<file path="config.mk">
export PLATFORM = sky130hd
export DESIGN_NAME = drwk_range_wdog
export DESIGN_NICKNAME = d
export VERILOG_FILES = /design/src/verilog/drwk_pkg.sv /design/src/verilog/drwk_serial_rx.sv /design/src/verilog/drwk_range_wdog.sv
export VERILOG_INCLUDE_DIRS = /design/src /design/src/verilog
export SDC_FILE = /design/constraint.sdc
export NUM_CORES = 1
export LEC_CHECK = 0
export BUFFER_PORTS_ARGS = -buffer_cell sky130_fd_sc_hd__buf_2
export CAP_MARGIN = 20
export CORE_AREA = 3 3 116 118
export DETAILED_ROUTE_END_ITERATION = 12
export DIE_AREA = 0 0 119 121
export GPL_TIMING_DRIVEN = 0
export PLACE_DENSITY = 0.51
export SLEW_MARGIN = 20
export SYNTH_ARGS = -nofsm -noshare
export SYNTH_HDL_FRONTEND = slang
export SYNTH_HIERARCHICAL = 1
export SYNTH_SLANG_ARGS = --single-unit
</file>
<file path="constraint.sdc">
create_clock -name sys_clk -period 3.75 [get_ports sys_clk]
set_input_delay 0.5625 -clock sys_clk [delete_from_list [all_inputs] [get_ports sys_clk]]
set_output_delay 0.5625 -clock sys_clk [all_outputs]
set_load 0.005 [all_outputs]
</file>
<file path="src/verilog/drwk_defs.svh">
// Purpose: constants for the range and watchdog service block
// Assumes: 25 MHz system clock
// Notes: timing counts derived from times in their own units
`ifndef DRWK_DEFS_SVH
`define DRWK_DEFS_SVH
`define DRWK_SW_PREFIX      3'h4
`define DRWK_RESET_CODE     12'h555
`define DRWK_SERVICE_CODE   12'h195
`define DRWK_USER_BIT       12
`define DRWK_CTRL_PREFIX    1'h0
`define DRWK_OVR_BIT        3
`define DRWK_CLK_MHZ        25
`define DRWK_TIMEOUT_MS     100
`define DRWK_TIMEOUT_CYC    (`DRWK_TIMEOUT_MS * 1000 * `DRWK_CLK_MHZ)
`define DRWK_RANGE_RESET    3'h0
`endif

</file>
<file path="src/verilog/drwk_pkg.sv">
// Purpose: types for the range and watchdog service block
// Assumes: nothing beyond the header
// Notes: range codes follow the three-bit select field
package drwk_pkg;
	typedef enum logic [2:0] {
		DRWK_R_0_5V    = 3'h0,
		DRWK_R_0_10V   = 3'h1,
		DRWK_R_PM5V    = 3'h2,
		DRWK_R_PM10V   = 3'h3,
		DRWK_R_4_20MA  = 3'h4,
		DRWK_R_0_20MA  = 3'h5,
		DRWK_R_0_24MA  = 3'h6,
		DRWK_R_RSVD    = 3'h7
	} drwk_range_t;
	typedef struct packed {
		logic        voltage;
		logic        current;
		logic        bipolar;
		logic        overrange;
	} drwk_mode_t;
	typedef struct packed {
		logic        valid;
		logic [15:0] data;
	} drwk_word_t;
endpackage

</file>
<file path="src/verilog/drwk_serial_rx.sv">
// Purpose: captures 16-bit serial words from the host link
// Assumes: link pins are asynchronous; sampled by sys_clk
// Notes: link clock must be well below sys_clk / 4
`timescale 1ns/1ps
`include "drwk_defs.svh"
module drwk_serial_rx (
	input  wire logic                sys_clk,
	input  wire logic                sys_rst,
	input  wire logic                link_sclk,
	input  wire logic                link_sync_n,
	input  wire logic                link_sdi,
	output      drwk_pkg::drwk_word_t word
);
	import drwk_pkg::*;
	typedef struct packed {
		logic [1:0]  sclk_s;
		logic [1:0]  sync_s;
		logic [1:0]  sdi_s;
		logic        sclk_d;
		logic [15:0] shift;
		logic [4:0]  count;
		drwk_word_t  out;
	} drwk_rx_state_t;
	drwk_rx_state_t st;
	drwk_rx_state_t next_st;
	logic           fall;
	// Two-stage synchronisers, then edge detect on second stage only
	always_comb begin
		next_st = st;
		next_st.sclk_s = {st.sclk_s[0], link_sclk};
		next_st.sync_s = {st.sync_s[0], link_sync_n};
		next_st.sdi_s = {st.sdi_s[0], link_sdi};
		next_st.sclk_d = st.sclk_s[1];
		next_st.out.valid = 1'b0;
		fall = st.sclk_d & ~st.sclk_s[1];
		if (st.sync_s[1]) begin
			// Frame ends on sync rise; a short frame is dropped
			if (st.count == 5'h10) begin
				next_st.out.valid = 1'b1;
				next_st.out.data = st.shift;
			end
			next_st.count = 5'h00;
		end else if (fall && st.count != 5'h10) begin
			next_st.shift = {st.shift[14:0], st.sdi_s[1]};
			next_st.count = st.count + 5'h01;
		end
	end
	always_ff @(posedge sys_clk) begin
		if (sys_rst) begin
			st <= '{sclk_s: 2'h0, sync_s: 2'h3, sdi_s: 2'h0, sclk_d: 1'b0,
				shift: 16'h0000, count: 5'h00, out: '0};
		end else begin
			st <= next_st;
		end
	end
	assign word = st.out;
endmodule

</file>
<file path="src/verilog/drwk_range_wdog.sv">
// Purpose: range/overrange config and software register with watchdog
// Assumes: host writes 16-bit words; control word prefix bit D15 = 0
// Notes: watchdog enable is a plain input from the main control logic
`timescale 1ns/1ps
`include "drwk_defs.svh"
module drwk_range_wdog #(
	parameter int unsigned TIMEOUT_CYC = `DRWK_TIMEOUT_CYC,
	parameter int unsigned CHANNELS    = 4
) (
	input  wire logic                     sys_clk,
	input  wire logic                     sys_rst,
	input  wire logic                     link_sclk,
	input  wire logic                     link_sync_n,
	input  wire logic                     link_sdi,
	input  wire logic                     wdog_enable,
	output      drwk_pkg::drwk_range_t    range_select [CHANNELS],
	output      drwk_pkg::drwk_mode_t     range_mode [CHANNELS],
	output      logic                     user_toggle,
	output      logic                     soft_reset,
	output      logic                     wdog_fault,
	output      logic                     fault_alert_n
);
	import drwk_pkg::*;
	typedef struct packed {
		logic [CHANNELS-1:0][2:0] rng;
		logic [CHANNELS-1:0]      ovr;
		logic                     toggle;
		logic                     srst;
		logic [31:0]              wd_count;
		logic                     fault;
		logic [1:0]               en_s;
	} drwk_state_t;
	drwk_state_t st;
	drwk_state_t next_st;
	drwk_word_t  word;
	logic        is_sw;
	logic        is_ctrl;
	logic [11:0] code;
	logic [1:0]  chan;
	logic        wd_en;

	// Range code to output kind
	function automatic drwk_mode_t decode_mode(input logic [2:0] r, input logic o);
		drwk_mode_t m;
		m = '0;
		case (drwk_range_t'(r))
			DRWK_R_0_5V, DRWK_R_0_10V: m.voltage = 1'b1;
			DRWK_R_PM5V: begin
				m.voltage = 1'b1;
				m.bipolar = 1'b1;
			end
			DRWK_R_PM10V: begin
				m.voltage = 1'b1;
				m.bipolar = 1'b1;
			end
			DRWK_R_4_20MA, DRWK_R_0_20MA, DRWK_R_0_24MA: m.current = 1'b1;
			default: m = '0;
		endcase
		// Overrange only applies to voltage ranges
		m.overrange = o & m.voltage;
		return m;
	endfunction

	drwk_serial_rx u_rx (
		.sys_clk     (sys_clk),
		.sys_rst     (sys_rst),
		.link_sclk   (link_sclk),
		.link_sync_n (link_sync_n),
		.link_sdi    (link_sdi),
		.word        (word)
	);

	// Word classification
	assign is_sw = word.valid && word.data[15:13] == `DRWK_SW_PREFIX;
	assign is_ctrl = word.valid && word.data[15] == `DRWK_CTRL_PREFIX;
	assign code = word.data[11:0];
	assign chan = word.data[14:13];
	assign wd_en = st.en_s[1];

	// Next-state logic
	always_comb begin
		next_st = st;
		next_st.srst = 1'b0;
		next_st.en_s = {st.en_s[0], wdog_enable};
		if (is_ctrl && 32'(chan) < CHANNELS) begin
			next_st.rng[chan] = word.data[2:0];
			next_st.ovr[chan] = word.data[`DRWK_OVR_BIT];
		end
		// Watchdog count; stops and clears while disabled
		if (!wd_en) begin
			next_st.wd_count = 32'h0;
			next_st.fault = 1'b0;
		end else if (st.wd_count >= TIMEOUT_CYC - 1) begin
			next_st.fault = 1'b1;
		end else begin
			next_st.wd_count = st.wd_count + 32'h1;
		end
		if (is_sw) begin
			next_st.toggle = word.data[`DRWK_USER_BIT];
			if (code == `DRWK_SERVICE_CODE) begin
				// Service restarts count and clears fault in the same step
				next_st.wd_count = 32'h0;
				next_st.fault = 1'b0;
			end
			if (code == `DRWK_RESET_CODE) begin
				next_st.srst = 1'b1;
			end
		end
		// Soft reset returns config to defaults
		if (st.srst) begin
			next_st.rng = '0;
			next_st.ovr = '0;
			next_st.toggle = 1'b0;
			next_st.wd_count = 32'h0;
			next_st.fault = 1'b0;
		end
	end

	always_ff @(posedge sys_clk) begin
		if (sys_rst) begin
			st <= '0;
		end else begin
			st <= next_st;
		end
	end

	// Outputs per channel
	always_comb begin
		for (int i = 0; i < CHANNELS; i++) begin
			range_select[i] = drwk_range_t'(st.rng[i]);
			range_mode[i] = decode_mode(st.rng[i], st.ovr[i]);
		end
	end
	assign user_toggle = st.toggle;
	assign soft_reset = st.srst;
	assign wdog_fault = st.fault;
	assign fault_alert_n = ~st.fault;
endmodule

</file>
# After elaboration in Yosys (flattened, before gate mapping)
# Cells that the tools add are included.
# op_classes
add_sub_neg	2
order_cmp	3
eq_ne	29
n_mux	25
bitwise	10
reduce_logical	26
# ops
operator	n
two-way mux 33 bit	3
equality test 3 bit (second input constant)	13
adder 32 x 1 -> 32 bit (second input constant)	1
>= comparator 32 x 22 -> 1 bit (second input constant)	1
two-way mux 32 bit	1
equality test 3 x 2 -> 1 bit (second input constant)	8
two-way mux 17 bit	1
OR reduction 2 bit	8
OR reduction 4 bit	4
two-way mux 1 bit	15
bitwise mux 12 bit	1
equality test 12 x 11 -> 1 bit (second input constant)	1
equality test 12 x 9 -> 1 bit (second input constant)	1
equality test 3 x 1 -> 1 bit (second input constant)	4
logical NOT 3 bit	4
OR reduction 3 bit	4
demux 3 bit (select 2 bit)	1
adder 5 x 1 -> 5 bit (second input constant)	1
bitwise AND 1 bit	5
equality test 5 bit (second input constant)	1
inequality test 5 bit (second input constant)	1
NOT 1 bit	5
bitwise mux 4 bit	1
logical AND 1 bit	4
other kinds (5)	6
# word_totals
register_bits	98
output_inout_bits	32
elab_cells	113

# Depth between registers and ports, before layout
# logic_depth
depth_word	5
depth_mapped	8
mapped_depth_nobuf	6

# Hierarchy
# The synthesis kept the hierarchy.
# by_module_without_submodules
module	n_inst	cells_per_inst	area_each_um2
drwk_range_wdog	1	278	2501.1
drwk_serial_rx	1	172	1874.3

# Least setup slack after synthesis
# Ideal clock, no wire load.
# synth_timing
kind	reg-to-reg
start	register st[3] (netlist name)
end	register st[14] (netlist name)
arrival_time_ns	1.874
required_time_ns	3.680
setup_slack_ns	1.806
stages_incl_launch_ff	8
path_buffers	1
path_cell_list	dfxtp_1 > ha_1 > and4_1 > o311ai_2 > a21oi_2 > buf_6 > or4_1 > a21oi_1

==> flow_metrics.tcl <==
set metrics [dict create \
    status "finished clean" \
    hold_depth 2 \
    synth_fa_ha_area_share_pct 0.8579 \
    core-area_sq_um 12570 \
    layout.nets 507 \
    fmax_ghz 0.4473 \
    syn_to_final_growth_pct 16.27 \
    numCtsBuffers 9 \
    path_delay_family "compound AO/OA/AOI/OAI gates" \
    overflow 0 \
    syn_area_sq_um 4375 \
    port_buffers 37 \
    rrSetupSlack_ns 1.51 \
    synth_edf_count 0 \
    ios 38 \
    hold_violations 0 \
    ctsResizeCount 0 \
    via_per_inst 4.881 \
    grt_antenna_before_repair 0 \
    fp.dieH_microns 121 \
    synth_cells 450 \
    synth_cell_types 52 \
    fin_worst_skew_ns 0.005079 \
    cts.sinks 98 \
    crit_required_ns 4.03 \
    yosys.area_share.simple_pct 25.42 \
    crit_path_start "st[3]" \
    n_antenna_cell 0 \
    yosysWarnings 6 \
    tritoncts "yes" \
    slew_viol_final 0 \
    synthArstFlopShare_pct 0 \
    worstPathCellList "ha_1 -> and4_1 -> o311ai_2 -> a21oi_2 -> buf_2 -> buf_2 -> o21ai_0 -> a21oi_1" \
    critical-path-max-stage-delay_ns 0.47 \
    rows 41 \
    drt_iter0_drc 164 \
    routedWlPerCell_microns 13.42 \
    multi_input_area_sq_um 2053 \
    gp_congestion 0.8374 \
    yosysSeqAreaShare_pct 44.84 \
    place_area_sq_um 4776 \
    design_area_sq_um 5087 \
    clkSlewWorstSetupHoldPaths_ns 0.07 \
    grt_start_max_net_pins 18 \
    syn-num-nets 459 \
    irDropWorstVdd_mv 0.2866 \
    crit_arrival_ns 2.51 \
    htree_levels 3 \
    ys_ff_latch 98 \
    fill_cells 1289 \
    fin_crit_sh_pct 59.62 \
    crit_path_start_kind "register" \
    ys.flop_type "dfxtp_1" \
    start_util_pct 34.81 \
    vias 3295 \
    cts_root_buf "clkbuf_16" \
    synth_top_cell_area_share_pct 44.84 \
    ys_top_cells_by_area "dfxtp_1 45%, mux2i_1 11%, buf_4 5.0%, nand2b_1 4.9%, a21oi_1 3.1%" \
    wl_mm 9.056 \
    relSlewSlack_pct 57.98 \
    synthTopCellsByCount "98 x dfxtp_1, 46 x mux2i_1, 34 x nand2b_1, 29 x buf_4, 29 x nor2_1" \
    die_w_microns 119 \
    min_path_type "in -> reg" \
    drive_above_1_share_pct 20.48 \
    gr-usage-all-layers_pct 13.43 \
    cpMostUsedCell "buf_2" \
    path_class "reg -> reg" \
    reg2reg_to "st[4]" \
    path_depth 8 \
    finalCriticalPeriod_ns 2.236 \
    crit_path_top_delay_cell "dfxtp_1" \
    hold_start "link_sync_n" \
    dr.pass1.iters 4 \
    drtAntennaViolNets 0 \
    post-cts-setup-buffer-count 0 \
    max-cap-violations 0 \
    hold_buffers 0 \
    rsz0062_at_grt "false" \
    cp-end-kind "register" \
    use_met3_pct 3.869 \
    stdcell_count 675 \
    path_buf_inv 2 \
    p_leak_nw 1.869 \
    hold_end "u_rx/next_st[42]" \
    dpl.hpwl_mm 6.569 \
    worstPathMaxFanout 10 \
    synth_top_family_by_area "simple AND/OR/NAND/NOR gates" \
    dp.cells 659 \
    setup_violations 0 \
    reg2reg_depth 8 \
    grt_pass1_vias 3191 \
    grt-busiest-layer "met2" \
    regArea_sq_um 1962 \
    synth_xor_area_share_pct 0.4003 \
    synth-compound-area-share_pct 9.723 \
    yosysMostFrequentCell "dfxtp_1" \
    r2r-start "st[3]" \
    synth_area_per_cell_sq_um 9.723 \
    tns_ns 0 \
    drcViolationCount 0 \
    clk_latency_ns 0.35 \
    dieArea_sq_um 14400 \
    synthMuxAreaShare_pct 10.52 \
    use_met1_pct 16.21 \
    tightest_slew_ns 0.6287 \
    use_met2_pct 22.75 \
    synth_top_cell_by_area "dfxtp_1" \
    power_density_nw_per_um2 399.5 \
    clock_path_buffers 2 \
    grt_first_pass_wirelength_mm 15.50 \
]
==> through the flow <==
step | utilization, % | setup slack, ns | power, mW | hold WS (ns)
2_1_floorplan | - | 1.806 | 1.091 | 0.3895
3_5_place_dp | 38.00 | 1.529 | 1.103 | 0.3952
5_1_grt | 40.48 | 1.252 | 2.111 | 0.3954
4_1_cts | 40.48 | 1.503 | 2.067 | 0.3861
3_3_place_gp | 38.00 | 1.542 | 1.103 | 0.3948
6_report | 40.48 | 1.514 | 2.032 | 0.3985
==> final cells by class <==
cell class | count | share of cell area (%)
clock inverter | 6 | 1.426
buffer | 48 | 6.419
sequential | 98 | 38.56
multi-input combinational | 295 | 40.36
clock buffer | 10 | 4.697
inverter | 9 | 0.6640
timing repair buffer | 37 | 3.640
tap | 172 | 4.230
==> worst register-to-register path, cell delays in order, from the launching register on <==
cell and delay, ns:
dfxtp_1 0.47, ha_1 0.28, and4_1 0.23, o311ai_2 0.12, a21oi_2 0.28, buf_2 0.28, buf_2 0.26, o21ai_0 0.11
a21oi_1 0.15
==> worst max-delay path by stage <==
stage	end	slack, ns
after floorplan	st[14]	1.81
after global placement	st[22]	1.54
after detailed placement	st[4]	1.53
after CTS	st[4]	1.50
after global routing	st[17]	1.25
final	st[4]	1.51
==> cells by family (layout without fill, tap and decap cells) <==
logic type               after synthesis  after routing
buffers and inverters                 57            110
AND/OR/NAND/NOR                      179            179
multiplexers                          46             46
flip-flops                            98             98
AO/OA/AOI/OAI                         65             65
XOR/XNOR                               2              2
adder cells (fa/ha/maj)                3              3
==> layout by cell type (no fill, tap or decap), drive strengths merged, types with 2 or more instances in the layout <==
| cell type | count |
|---|---|
| and2 | 12 |
| a21oi | 28 |
| a21boi | 3 |
| clkbuf | 22 |
| nor4b | 3 |
| nand3b | 2 |
| nor2b | 16 |
| nor4 | 3 |
| and4 | 7 |
| clkinv | 2 |
| a211oi | 2 |
| nor4bb | 5 |
| dfxtp | 98 |
| inv | 11 |
| mux2i | 46 |
| o21ai | 10 |
| and3 | 3 |
| nand2b | 34 |
| or3 | 10 |
| o31ai | 12 |
| nand4 | 8 |
| nand3 | 11 |
| nand2 | 12 |
| or4 | 12 |
| buf | 73 |
| nor2 | 29 |
| nor3 | 3 |
| o211ai | 3 |
| or2 | 4 |
| ha | 3 |
==> per-layer routing <==
layer | share of wire [%] | routed length [microns] | vias up
met4 | 1.6 | 142 | 0
met3 | 3.0 | 268 | 11
met2 | 49 | 4397 | 44
met1 | 47 | 4249 | 1567
li1 | - | - | 1673
met5 | 0 | 0 | -
==> state kept, by name (all words and copies together) (netlist names) <==
register	flops
wdog_fault	1
range_select	12
u_rx/word	17
st	37
u_rx/st	24
next_st	1
u_rx/next_st	4
soft_reset	1
user_toggle	1
==> power breakdown <==
group	total [mW]	switching (mW)	internal, mW
Clock	0.954	0.412	0.542
Combinational	0.0310	0.0175	0.0134
Sequential	1.05	0.00243	1.04
Total	2.03	0.432	1.60
Power figures use the tool's default switching activity.
